`src/design/amcs_defines.svh`:
```
/*
 audio master clock select constants: register field positions, reset values, timing.
 assumes inclusion by bare name from design files.
*/
`ifndef AMCS_DEFINES_SVH
`define AMCS_DEFINES_SVH

`define AMCS_CFG_REG_ADDR      8'h3a
`define AMCS_PLL_REG_ADDR      8'h2b
`define AMCS_OVR_BIT           7
`define AMCS_RATIO_MSB         6
`define AMCS_RATIO_LSB         4
`define AMCS_PLL_DIS_BIT       7
`define AMCS_RATIO_RESET       3'h1
`define AMCS_BASE_LE_1536      3'h0
`define AMCS_BASE_LE_3072      3'h1
`define AMCS_BASE_LE_6144      3'h2
`define AMCS_BASE_LE_12288     3'h3
`define AMCS_CODE_12288_X4     3'h6
`define AMCS_CLK_PERIOD_NS     100
`define AMCS_LOCK_TIME_NS      800
`define AMCS_LOCK_CYCLES       ((`AMCS_LOCK_TIME_NS + `AMCS_CLK_PERIOD_NS - 1) / `AMCS_CLK_PERIOD_NS)

`endif

```
`src/design/amcs_pkg.sv`:
```
/*
 types for the audio master clock select block.
 assumes amcs_defines.svh is on the include path.
*/
package amcs_pkg;

    typedef enum logic [1:0] {
        AMCS_MULT_X1 = 2'd0,
        AMCS_MULT_X2 = 2'd1,
        AMCS_MULT_X4 = 2'd2
    } amcs_mult_t;

    typedef struct packed {
        logic       override_en;
        logic [2:0] master_clock_ratio_select;
        logic       pll_disable;
    } amcs_cfg_t;

    typedef enum logic [2:0] {
        AMCS_ST_OFF  = 3'b001,
        AMCS_ST_LOCK = 3'b010,
        AMCS_ST_RUN  = 3'b100
    } amcs_state_t;

endpackage

```
`src/design/amcs_top.sv`:
```
/*
 audio master clock select: multiplies the recovered audio bit clock by 1, 2 or 4.
 assumes config bits come from a register block as plain levels, synchronous to clk.
*/
// Operation
// master clock is x1, x2 or x4
// pll disabled keeps master clock off
// default ratio is twice bit clock
// ratio code from three-bit config field
// software sets override before ratio code
// code is base plus multiplier step
// lock to bit clock; override gates code
// software disables pll below 1 mhz
`timescale 1ns/100ps
`default_nettype none
`include "amcs_defines.svh"

module amcs_top (
    input  wire logic               clk,
    input  wire logic               reset_n,
    input  wire amcs_pkg::amcs_cfg_t cfg,
    input  wire logic               bit_clk,
    output logic                    mclk,
    output logic                    mclk_active,
    output var  amcs_pkg::amcs_mult_t mult_sel
);
    import amcs_pkg::*;

    logic        rst_s1_ff;
    logic        rst_n_ff;
    logic [2:0]  ratio_ff;
    amcs_state_t state_ff;
    amcs_state_t nxt_state;
    logic [3:0]  lock_cnt_ff;
    logic        bclk_d_ff;
    logic        run;

    always_ff @(posedge clk or negedge reset_n) begin
        if (!reset_n) begin
            rst_s1_ff <= 1'b0;
            rst_n_ff  <= 1'b0;
        end else begin
            rst_s1_ff <= 1'b1;
            rst_n_ff  <= rst_s1_ff;
        end
    end

    // default x2 code
    // field taken when override set
    // override gates code
    always_ff @(posedge clk or negedge rst_n_ff) begin
        if (!rst_n_ff) begin
            ratio_ff <= `AMCS_RATIO_RESET;
        end else if (cfg.override_en) begin
            ratio_ff <= cfg.master_clock_ratio_select;
        end else begin
            ratio_ff <= `AMCS_RATIO_RESET;
        end
    end

    always_ff @(posedge clk or negedge rst_n_ff) begin
        if (!rst_n_ff) begin
            bclk_d_ff <= 1'b0;
        end else begin
            bclk_d_ff <= bit_clk;
        end
    end

    // relock after enable
    always_comb begin
        case (state_ff)
            AMCS_ST_OFF:  nxt_state = cfg.pll_disable ? AMCS_ST_OFF : AMCS_ST_LOCK;
            AMCS_ST_LOCK: nxt_state = cfg.pll_disable ? AMCS_ST_OFF :
                          (lock_cnt_ff >= 4'(`AMCS_LOCK_CYCLES)) ? AMCS_ST_RUN : AMCS_ST_LOCK;
            AMCS_ST_RUN:  nxt_state = cfg.pll_disable ? AMCS_ST_OFF : AMCS_ST_RUN;
            default:      nxt_state = AMCS_ST_OFF;
        endcase
    end

    always_ff @(posedge clk or negedge rst_n_ff) begin
        if (!rst_n_ff) begin
            state_ff <= AMCS_ST_OFF;
        end else begin
            state_ff <= nxt_state;
        end
    end

    // counts bit clock rising edges while locking
    always_ff @(posedge clk or negedge rst_n_ff) begin
        if (!rst_n_ff) begin
            lock_cnt_ff <= 4'h0;
        end else if (state_ff != AMCS_ST_LOCK) begin
            lock_cnt_ff <= 4'h0;
        end else if (bit_clk && !bclk_d_ff && lock_cnt_ff != 4'hf) begin
            lock_cnt_ff <= lock_cnt_ff + 4'h1;
        end
    end

    // disabled pll gates output
    assign run = (state_ff == AMCS_ST_RUN) && !cfg.pll_disable;

    // multiplier from code
    amcs_mult u_mult (
        .clk        (clk),
        .rst_n      (rst_n_ff),
        .run        (run),
        .ratio_code (ratio_ff),
        .bit_clk    (bit_clk),
        .mult       (mult_sel),
        .mclk       (mclk)
    );

    assign mclk_active = run;
endmodule

`default_nettype wire

```
`src/design/amcs_mult.sv`:
```
/*
 ratio-code decoder and edge multiplier producing the master clock.
 assumes bit clock input already synchronous to clk and no faster than clk/8.
*/
`timescale 1ns/100ps
`default_nettype none
`include "amcs_defines.svh"

module amcs_mult (
    input  wire logic               clk,
    input  wire logic               rst_n,
    input  wire logic               run,
    input  wire logic [2:0]         ratio_code,
    input  wire logic               bit_clk,
    output var  amcs_pkg::amcs_mult_t mult,
    output logic                    mclk
);
    import amcs_pkg::*;

    logic       bclk_d_ff;
    logic [7:0] per_cnt_ff;
    logic [7:0] per_len_ff;
    logic [7:0] acc_ff;
    logic       mclk_ff;
    logic [7:0] step;
    logic [8:0] acc_sum;
    logic [2:0] base;

    // code minus table base gives multiplier; code 6 is forced to x4
    always_comb begin
        base = (ratio_code >= `AMCS_BASE_LE_12288) ? `AMCS_BASE_LE_12288 : 3'h0;
        if (ratio_code == `AMCS_CODE_12288_X4) begin
            mult = AMCS_MULT_X4;
        end else begin
            case (ratio_code - base)
                3'h0:    mult = AMCS_MULT_X1;
                3'h1:    mult = AMCS_MULT_X2;
                3'h2:    mult = AMCS_MULT_X4;
                default: mult = AMCS_MULT_X2;
            endcase
        end
    end

    always_ff @(posedge clk or negedge rst_n) begin
        if (!rst_n) begin
            bclk_d_ff  <= 1'b0;
            per_cnt_ff <= 8'h00;
            per_len_ff <= 8'h00;
        end else begin
            bclk_d_ff <= bit_clk;
            if (bit_clk && !bclk_d_ff) begin
                per_len_ff <= per_cnt_ff;
                per_cnt_ff <= 8'h01;
            end else if (per_cnt_ff != 8'hff) begin
                per_cnt_ff <= per_cnt_ff + 8'h01;
            end
        end
    end

    // two toggles per output period, spread evenly over the bit period
    assign step    = 8'h02 << mult;
    assign acc_sum = {1'b0, acc_ff} + {1'b0, step};

    // resync high on each bit clock rise; too fast or unmeasured clock stays off
    always_ff @(posedge clk or negedge rst_n) begin
        if (!rst_n) begin
            acc_ff  <= 8'h00;
            mclk_ff <= 1'b0;
        end else if (!run || per_len_ff < 8'h08) begin
            acc_ff  <= 8'h00;
            mclk_ff <= 1'b0;
        end else if (bit_clk && !bclk_d_ff) begin
            acc_ff  <= 8'h00;
            mclk_ff <= 1'b1;
        end else if (acc_sum >= {1'b0, per_len_ff}) begin
            acc_ff  <= 8'(acc_sum - {1'b0, per_len_ff});
            mclk_ff <= ~mclk_ff;
        end else begin
            acc_ff  <= acc_sum[7:0];
        end
    end

    assign mclk = mclk_ff;
endmodule

`default_nettype wire

```
`config.mk`:
```
export PLATFORM = sky130hd
export DESIGN_NAME = amcs_top
export DESIGN_NICKNAME = d
export VERILOG_FILES = /design/src/design/amcs_pkg.sv /design/src/design/amcs_top.sv /design/src/design/amcs_mult.sv
export VERILOG_INCLUDE_DIRS = /design/src /design/src/design
export SDC_FILE = /design/constraint.sdc
export NUM_CORES = 1
export LEC_CHECK = 0
export ABC_AREA = 1
export BUFFER_PORTS_ARGS = -buffer_cell sky130_fd_sc_hd__buf_4
export CAP_MARGIN = 20
export CORE_MARGIN = 2
export CORE_UTILIZATION = 61
export CTS_CLUSTER_DIAMETER = 30
export CTS_CLUSTER_SIZE = 16
export DETAILED_ROUTE_END_ITERATION = 10
export PLACE_DENSITY_LB_ADDON = 0.3
export SYNTH_ARGS = -nofsm -noshare
export SYNTH_HDL_FRONTEND = slang
export SYNTH_SLANG_ARGS = --single-unit
```
`constraint.sdc`:
```
create_clock -name clk -period 2 [get_ports clk]
set_input_delay 0.2 -clock clk [delete_from_list [all_inputs] [get_ports clk]]
set_output_delay 0.2 -clock clk [all_outputs]
set_load 0.05 [all_outputs]
```
==> impl.org, run 1 <==
** Outcome
- Result of the run :: finished, violations left
- Failing checks :: negative setup slack

** Floorplanning
- Total I/O pin count :: 12
- The die is a little under 70 um tall.
- The floorplan has 23 rows.
- Once the floorplan was initialized, standard cells occupied a little over three fifths of the core.
- In this run the horizontal extent of the chip is slightly below 70 um.
- The core region is ~3900 um^2.
- The die covers 4570 um^2.

** Worst setup path
- Critical path start-end classification :: flip-flop to flip-flop
- Number of cell instances on the worst register-to-register path :: 23
- Sort of element at the start of the critical path :: flip-flop
- Top fanout value on the critical path :: 8
- The critical path starts at ratio_ff[0].
- For this run, the slowest stage of the critical path takes between 0.5 and 0.6 ns.
- Across all register-to-register paths, the minimum setup slack is -1.45 ns.
- Counting both buffers and inverters, the worst setup path holds a total of 3.
- Startpoint of the worst register-to-register path :: ratio_ff[0]
- Data on the critical path is required at its endpoint by roughly 2.2 ns.
- Cell with the biggest individual delay on the critical path :: dfstp_2
- WP depth :: 23
- The kind of cell with the highest combined delay along the critical path is simple AND/OR/NAND/NOR gates.
- CP Capture Type :: flip-flop
- Cell repeated most along the worst path :: nand2_2
- Worst setup path endpoint :: u_mult.acc_ff[3]
- Reg2Reg Capture Point :: u_mult.acc_ff[3]
- The signal on the critical path passes through nand2_2, nand2_2, inv_2, ha_4, o31ai_4, o21ai_2, inv_2, nor2_2, ha_2, fa_2, nand3_2, nand3b_1, nand2_2, inv_2, ha_4, nand2_4, nor2_4, nand2_2, nand2_4, nand2_8, nand2_8, and2_4, nor2_2.
- STA puts the critical path data arrival time at between 3 and 4 ns.

** Yosys
- Post-synth top area share :: a little over a third
- Register bit count reported by yosys :: 38
- Area of the mapped netlist :: approximately 2500 um^2
- Of all flip-flops after synthesis, the portion carrying an async set or reset was 100.0%.
- Number of flops mapped to enable cells by yosys :: 0
- Most numerous cell types in the synthesized netlist :: 73 x nand2_1, 56 x inv_1, 36 x dfrtp_1
- Post-synthesis area per instance :: 7.833 um^2
- Synth warn :: 0
- Of the synthesized area, sequential elements account for about 39%.
- The number of nets in the synthesized netlist is around 340.
- In the post-synthesis netlist, the biggest area contributors are dfrtp_1 37%, nand2_1 11%, ha_1 8.6%, inv_1 8.5%, nor2_1 4.3%.
- By instance count, the leading cell after synthesis is nand2_1.
- Library cells used by synthesis :: 33
- After technology mapping, the gate count stands at 315.
- Summed over all instances, the cell type with the most area after synthesis is dfrtp_1.
- In the synthesized netlist the dominant register cell turns out to be dfrtp_1.

** Clock network
- Clock-pin slew was measured on the worst setup and hold paths at roughly 0.07 ns.
- In this run the deepest clock path goes through 2 buffers.
- Clk sinks :: 38
- CTS built an H-tree with a depth of 2.
- CTS tree :: done
- The clock reaches the later pin of the worst-skew pair after ~0.30 ns.
- Num CTS Buffers :: 5
- In this run the clock root is driven by a clkbuf_8.

** Routing
- Met3 wirelength from detailed routing :: between 200 and 250 um
- In the routed design, unresolved DRC markers number 0.
- Highest routing layer actually used :: met4
- Wires add up to 6250 um.
- Routed vias/inst :: approximately 5.4
- Once detail routing completed, the nets flagged for antenna violations numbered 0.
- After detailed routing, the average wire length per cell comes to approximately 15 um.
- Number of violations reported at the end of detailed-routing iteration 0 :: between 70 and 80
- Total via count in the routed design :: around 2200
- Detailed routing placed a total of approximately 3400 um of wire on met2.
- 1st-pass router iterations :: 4
- The detailed router put a total of approximately 2300 um of wire on met1.

** Final layout
- The number of antenna diodes in the final layout is 0.
- Final net count :: around 400
- The count of cells in the finished layout, fillers not included, comes to around 420.
- Filler Cells Inserted :: ~240
- In the final layout, the share of cells above drive strength 1 is a little over a third.
- Area growth, synth to finish :: 32.20%

** STA
- Final min period :: roughly 3.5 ns
- In the post-route analysis, the smallest setup slack over all paths is -1.450 ns.
- Number of setup violations in the final report :: 11
- The final hold violation count was 0.
- Between clock sinks in the finished design, the worst skew comes to around 0.0072 ns.
- The worst path uses 172.5% of the clock period.
- Setup repair after global routing could not meet its margin everywhere.
- Final Max Slew Viols :: 0
- For this run, the top clock speed supported by timing is a little under 300 MHz.
- Worst hold margin :: ~0.02 ns

** Min path
- Number of cells traversed by the worst hold path :: 1
- Path class of the lowest-slack min-delay path :: input port to flip-flop

** Placement
- During placement, the flow inserted port buffers numbering 11.
- Final Wtd Congestion :: ~0.85
- Final HPWL from detailed placement :: ~4000 um
- Counting tap cells, the placed design contains a total of around 400 instances.

** Global routing
- The via count of the first global-routing pass was 2306.
- Entering global routing, the biggest net connects 27 pins.
- The number of antenna violations at the first check in global routing was 0.
- First-pass GRT wire length :: 9908 um
- Total GRT Usage :: roughly 30%
- Total overflow reported by the global router :: 0

** Job
- Max-cap violations in this run came to 0.

** Power
- Of the total power, registers draw between 30% and 40%.
- In this run the power spent charging and discharging nets is 0.0009915 W.
- Clock Power Share :: between 15 and 20%
- Internal portion of total power :: ~0.0016 W
- Worst IR drop on VDD :: approximately 0.61 mV
- Combinational logic burns 45.0% of the power.
- Switching power as a share of total power :: 38.43%
- For this design the ratio of total power to cell area is 790.9 nW/um^2.
- For this design the static power due to leakage is around 1.6 nW.
## power by group through the flow
stage               clock (W)  sequential [W]  combinational (W)
floorplan                   0        0.000913           0.000664
global placement            0        0.000915           0.000882
detailed placement          0        0.000921           0.000923
CTS                  0.000520        0.000907            0.00107
global route         0.000544        0.000917            0.00127
finish               0.000510        0.000909            0.00116
## routing by layer
| layer | track usage, % | up-vias |
|---|---|---|
| met1 | 29.21 | 1063 |
| met2 | 55.64 | 50 |
| met4 | 16.84 | 0 |
| met3 | 7.167 | 25 |
| li1 | - | 1088 |
| met5 | 0 | - |
## kinds of logic (layout without fill, tap and decap cells)
group	after synthesis	after routing	synth area share, %
adder cells (fa/ha/maj)	19	19	10.24
flip-flops	38	38	38.64
AND/OR/NAND/NOR	151	153	30.48
AO/OA/AOI/OAI	38	38	8.418
XOR/XNOR	8	8	2.840
other	2	2	0.3044
buffers and inverters	59	108	9.077
## state kept, by name, indices dropped and copies added (netlist names)
name               cells
u_mult.acc_ff          8
u_mult.per_cnt_ff      8
u_mult.per_len_ff      8
lock_cnt_ff            4
ratio_ff               3
state_ff               3
rst_n_ff               1
rst_s1_ff              1
u_mult.bclk_d_ff       1
u_mult.mclk            1
## cell usage in the layout, fill, tap and decap left out, drive strengths merged, types with 6 or more instances in the layout
cell type and n:
dfrtp 36, a21oi 11, nor2 36, ha 17
clkbuf 7, nand3 18, o21ai 22, nand2 84
inv 57, nand4 6, buf 42
## repair_timing
item                                    in CTS  in global routing
resized for setup                           39                 13
hold buffers                                 1                  0
setup buffers                                3                  3
pin swaps                                   35                 11
hold endpoints to repair                     2                  0
endpoints found under the setup margin      11                 11
gates cloned                                 2                  0
## cell type report
class | instances | area, um^2 | share of cell area (%)
tap | 50 | 62.56 | 1.918
clock inverter | 1 | 7.507 | 0.2301
timing repair buffer | 43 | 360.3 | 11.05
sequential | 38 | 953.4 | 29.23
inverter | 57 | 216.5 | 6.636
clock buffer | 7 | 76.32 | 2.340
multi-input combinational | 220 | 1585 | 48.60
## stage by stage
step	area, um^2	setup TNS (ns)	util, %	total power (W)	setup WS (ns)
after floorplan	2551	-12.26	-	0.001577	-1.377
after global placement	2887	-11.19	73.21	0.001797	-1.280
after detailed placement	2887	-12.23	73.21	0.001844	-1.418
after CTS	3197	-11.21	81.09	0.002497	-1.264
after global routing	3262	-14.57	82.74	0.002726	-1.584
final	3262	-12.94	82.74	0.002580	-1.450
## worst min-delay path by stage
| stage | end | start | slack, ns |
|---|---|---|---|
| 2_1_floorplan | rst_n_ff | reset_n | -0.1 |
| 3_3_place_gp | rst_n_ff | reset_n | -0.02 |
| 3_5_place_dp | rst_s1_ff | reset_n | -0.02 |
| 4_1_cts | u_mult.bclk_d_ff | bit_clk | 0.01 |
| 5_1_grt | u_mult.bclk_d_ff | bit_clk | 0.02 |
| 6_report | u_mult.bclk_d_ff | bit_clk | 0.02 |
Note: power is estimated with default switching activity, not from simulation.
==> inputs of run 2 (changes only) <==
--- a/config.mk
+++ b/config.mk
@@ -10,11 +10,13 @@
 export BUFFER_PORTS_ARGS = -buffer_cell sky130_fd_sc_hd__buf_4
 export CAP_MARGIN = 20
 export CORE_MARGIN = 2
-export CORE_UTILIZATION = 61
+export CORE_UTILIZATION = 64
+export CTS_BUF_LIST = sky130_fd_sc_hd__clkbuf_8
 export CTS_CLUSTER_DIAMETER = 30
 export CTS_CLUSTER_SIZE = 16
 export DETAILED_ROUTE_END_ITERATION = 10
 export PLACE_DENSITY_LB_ADDON = 0.3
+export SLEW_MARGIN = 10
 export SYNTH_ARGS = -nofsm -noshare
 export SYNTH_HDL_FRONTEND = slang
 export SYNTH_SLANG_ARGS = --single-unit
==> run 2 against run 1 <==
Compared with the run above:
- first-iteration DRC count rose by 99%
- the flow still finishes with violations (negative setup slack)
- die area fell by 4.4%
- utilization rose by 6.4 points
- largest power group unchanged
- highest routed layer unchanged
- clock skew barely moved
- largest cell class unchanged
==> impl.org, run 2 (synthesis gave the netlist of run 1 again) <==
** Job
- The max-cap check violation count is 0 (unchanged).

** Clock network
- CTS tree :: done (unchanged)
- Later-pin clock latency in the skew report :: 0.30 ns (about the same)
- Clk pin slew, worst setup/hold paths :: 0.07 ns (about the same)
- The largest buffer count on any clock path was 2 (unchanged).
- Clk sinks :: 38 (unchanged)
- Num CTS Buffers :: 5 (unchanged)
- The H-tree depth reported by CTS is 2 (unchanged).
- Root Driver :: clkbuf_8 (unchanged)

** Worst setup path
- Arrival @ worst endpoint :: 3.80 ns (was 3.64 ns)
- WP depth :: 23 (unchanged)
- Cell with the biggest individual delay on the critical path :: dfstp_2 (unchanged)
- Cell repeated most along the worst path :: nand2_4 (was nand2_2)
- Required time of the worst setup path :: 2.19 ns (about the same)
- The sort of element at the start of the critical path was a flip-flop (unchanged).
- WP buf/inv :: 4 (was 3)
- Ordered list of cells on the worst path: nand2_4, nand2_4, inv_4, ha_4, o31ai_4, o21ai_2, inv_2, nor2_2, ha_2, fa_2, nand3_2, nand3b_1, nand2_2, inv_2, ha_4, nand2_4, inv_4, a21oi_4, nand2_4, nand2_8, nand2_8, nor2_1, nor2_1 (was nand2_2, nand2_2, inv_2, ha_4, o31ai_4, o21ai_2, inv_2, nor2_2, ha_2, fa_2, nand3_2, nand3b_1, nand2_2, inv_2, ha_4, nand2_4, nor2_4, nand2_2, nand2_4, nand2_8, nand2_8, and2_4, nor2_2).
- The kind of cell adding the most delay to the critical path is simple AND/OR/NAND/NOR gates (unchanged).
- Number of cell instances on the worst register-to-register path :: 23 (unchanged)
- Reg2Reg Setup Slack :: -1.61 ns (was -1.45 ns)
- The largest fanout on the critical path was 8 (unchanged).
- The sort of element at the end of the critical path is a flip-flop (unchanged).
- Critical path start-end classification :: flip-flop to flip-flop (unchanged)
- Critical path's largest stage delay :: 0.56 ns (about the same)

** Floorplanning
- The core footprint is 3689 um^2 (was 3943 um^2).
- The floorplan die area was 4368 um^2 (was 4570 um^2).
- Floorplan die height :: 66.09 um (was 67.60 um)
- The floorplan row count is 22 (was 23).
- The initial core utilization is 66.89% (was 62.58%).
- The count of pins on the block boundary came to 12 (unchanged).
- Die extent in x :: 66.09 um (was 67.60 um)

** Routing
- The top routing layer in use was met4 (unchanged).
- Met3 wirelength from detailed routing :: 356 um (was 238 um)
- The total DRC errors in the routed layout came to 0 (unchanged).
- Sum of routed wire length over all layers :: 7028 um (was 6250 um)
- The sum of met2 wire segment lengths after detailed routing is 3788 um (was 3426 um).
- 1st-pass router iterations :: 5 (was 4)
- Total via count in the routed design :: 2334 (was 2226)
- Routed len/inst :: 16.93 um (was 15.02 um)
- Sum of routed wire segments on met1 :: 2560 um (was 2289 um)
- Routed vias/inst :: 5.624 (was 5.351)
- The violation count after the first detailed-routing iteration came to 151 (was 76).
- The number of nets with antenna violations after detailed routing is 0 (unchanged).

** Final layout
- The most frequent standard cell in the layout excluding fill and tap cells is nand2_1 (unchanged).
- Largest registers: u_mult.acc_ff (8), u_mult.per_cnt_ff (8), u_mult.per_len_ff (8) (unchanged).
- Final net count :: 393 (was 392)
- Ratio of cells with drive above 1 in the final layout :: 33.79% (was 35.25%)
- The end-of-flow core utilization is 89.15% (was 82.74%).
- Highest-count cells in the layout ignoring fill and taps: 58 x nand2_1, 51 x inv_1, 36 x buf_4, 36 x dfrtp_1, 23 x nor2_1 (was 56 x nand2_1, 48 x inv_1, 36 x buf_4, 36 x dfrtp_1).
- Area growth, synth to finish :: 33.27% (was 32.20%)
- The non-filler instance count after layout is 415 (was 416).
- The antenna diode instance count came to 0 (unchanged).
- The total of fill cells in the finished design came to 169 (was 236).

** Placement
- Final Wtd Congestion :: 0.8433 (was 0.8512)
- Number of port buffers :: 11 (unchanged)
- Placed cell count :: 396 (was 399)
- The total half-perimeter wirelength after legalization and detailed placement was 3828 um (was 3973 um).

** Global routing
- The number of antenna violations at the first check in global routing is 0 (unchanged).
- The wire length of the first global-routing pass is 10600 um (was 9908 um).
- The overall overflow remaining after global route is 0 (unchanged).
- Total GRT Usage :: 32.99% (was 29.62%)
- The maximum number of pins on one net before global-route repair was 27 (unchanged).
- Vias in the first global route :: 2420 (was 2306)

** Power
- Sw Pwr :: 0.001038 W (was 0.0009915 W)
- The relative contribution of combinational cells to total power came to 46.0% (was 45.0%).
- The internal power consumption is 0.001645 W (was 0.001588 W).
- Sequential share of power :: 33.7% (was 35.2%)
- Power density cells :: 816.0 nW/um^2 (was 790.9 nW/um^2)
- The share of total power consumed by net switching was 38.68% (was 38.43%).
- Leakage power total :: 1.630 nW (was 1.594 nW)
- The highest ir drop seen on vdd came to 0.6619 mV (was 0.6142 mV).
- The total power after layout was 0.002683 W (was 0.002580 W).
- The clock network fraction of design power was 20.3% (was 19.8%).

** Min path
- Path class of the lowest-slack min-delay path :: input port to flip-flop (unchanged)
- The cell depth of the worst min-delay path is 1 (unchanged).

** STA
- The final cycle utilization of the critical path came to 180.4% (was 172.5%).
- Post-layout worst setup margin :: -1.608 ns (was -1.450 ns)
- Setup repair after global routing missed its margin: yes (unchanged).
- Clock Skews :: 0.006751 ns (was 0.007238 ns)
- The upper clock frequency limit was 277.2 MHz (was 289.8 MHz).
- The setup total negative slack was -14.66 ns (was -12.94 ns).
- The number of pins exceeding their max-slew limit in the final report is 0 (unchanged).
- The final hold violation count came to 0 (unchanged).
- The final critical delay including setup and external delays came to 3.608 ns (was 3.450 ns).
- Number of setup violations in the final report :: 11 (unchanged)
- The final-layout worst hold slack is 0.01270 ns (was 0.01992 ns).

** Outcome
- Failing checks :: negative setup slack (unchanged)
- Result of the run: finished, violations left (unchanged).
[run 2: cell types whose count changed in the layout (fill, tap and decap cells not counted), moves of 2 or more]
cell and delta:
nor2_2 -4, nand2_1 +2, inv_2 -3, nor2_1 +3
clkbuf_1 -2, inv_1 +3, nand2_4 +2, nand2_2 -4
nand3_2 +2
[run 2: final cells by class]
type,count,area (um^2),area share [%]
clock buffer,6,82.58,2.511
clock inverter,2,8.758,0.2664
inverter,57,219.0,6.659
multi-input combinational,220,1580,48.06
sequential,38,953.4,29.00
tap,48,60.06,1.826
timing repair buffer,44,384.1,11.68
[run 2: power groups by stage]
stage	registers (W)	clock network (W)	logic, W
final	0.000905	0.000545	0.00123
after global routing	0.000916	0.000571	0.00132
after CTS	0.000906	0.000544	0.00107
after detailed placement	0.000919	0	0.000910
after global placement	0.000915	0	0.000873
after floorplan	0.000913	0	0.000664
[run 2: repair_timing]
item / CTS / global route
hold buffers: 1 / 0
hold endpoints to repair: 2 / 0
pin swaps: 33 / 20
cloned: 2 / 0
setup endpoints to repair: 11 / 11
resized for setup: 34 / 17
buffers inserted: 6 / 2
[run 2: worst reg2reg max path, stage by stage, from the launching register on]
cell      delay [ns]
dfstp_2         0.56
nand2_4         0.06
nand2_4         0.08
inv_4           0.04
ha_4            0.17
o31ai_4         0.27
o21ai_2         0.12
inv_2           0.10
nor2_2          0.05
ha_2            0.19
fa_2            0.39
nand3_2         0.13
nand3b_1        0.13
nand2_2         0.13
inv_2           0.06
ha_4            0.22
nand2_4         0.09
inv_4           0.04
a21oi_4         0.16
nand2_4         0.10
nand2_8         0.11
nand2_8         0.08
nor2_1          0.16
nor2_1          0.08
[run 2: path summary, 6_finish.rpt]
path / startpoint / endpoint
max in group asynchronous: rst_n_ff / state_ff[0]
worst max register to register: ratio_ff[0] / u_mult.acc_ff[4]
worst min register to register: rst_n_ff / ratio_ff[2]
min in group asynchronous: rst_n_ff / ratio_ff[2]
worst max-delay path: ratio_ff[0] / u_mult.acc_ff[4]
worst min-delay path: bit_clk / u_mult.bclk_d_ff
[run 2: metrics by stage]
stage,setup slack [ns],instance area [um^2]
2_1_floorplan,-1.377,2551
3_3_place_gp,-1.286,2877
3_5_place_dp,-1.448,2877
4_1_cts,-1.292,3193
5_1_grt,-1.716,3288
6_report,-1.608,3288
[run 2: layer usage]
layer / global-route usage [%] / vias up
met1: 31.84 / 1104
li1: - / 1094
met2: 61.88 / 96
met5: 0 / -
met3: 9.540 / 40
met4: 17.86 / 0
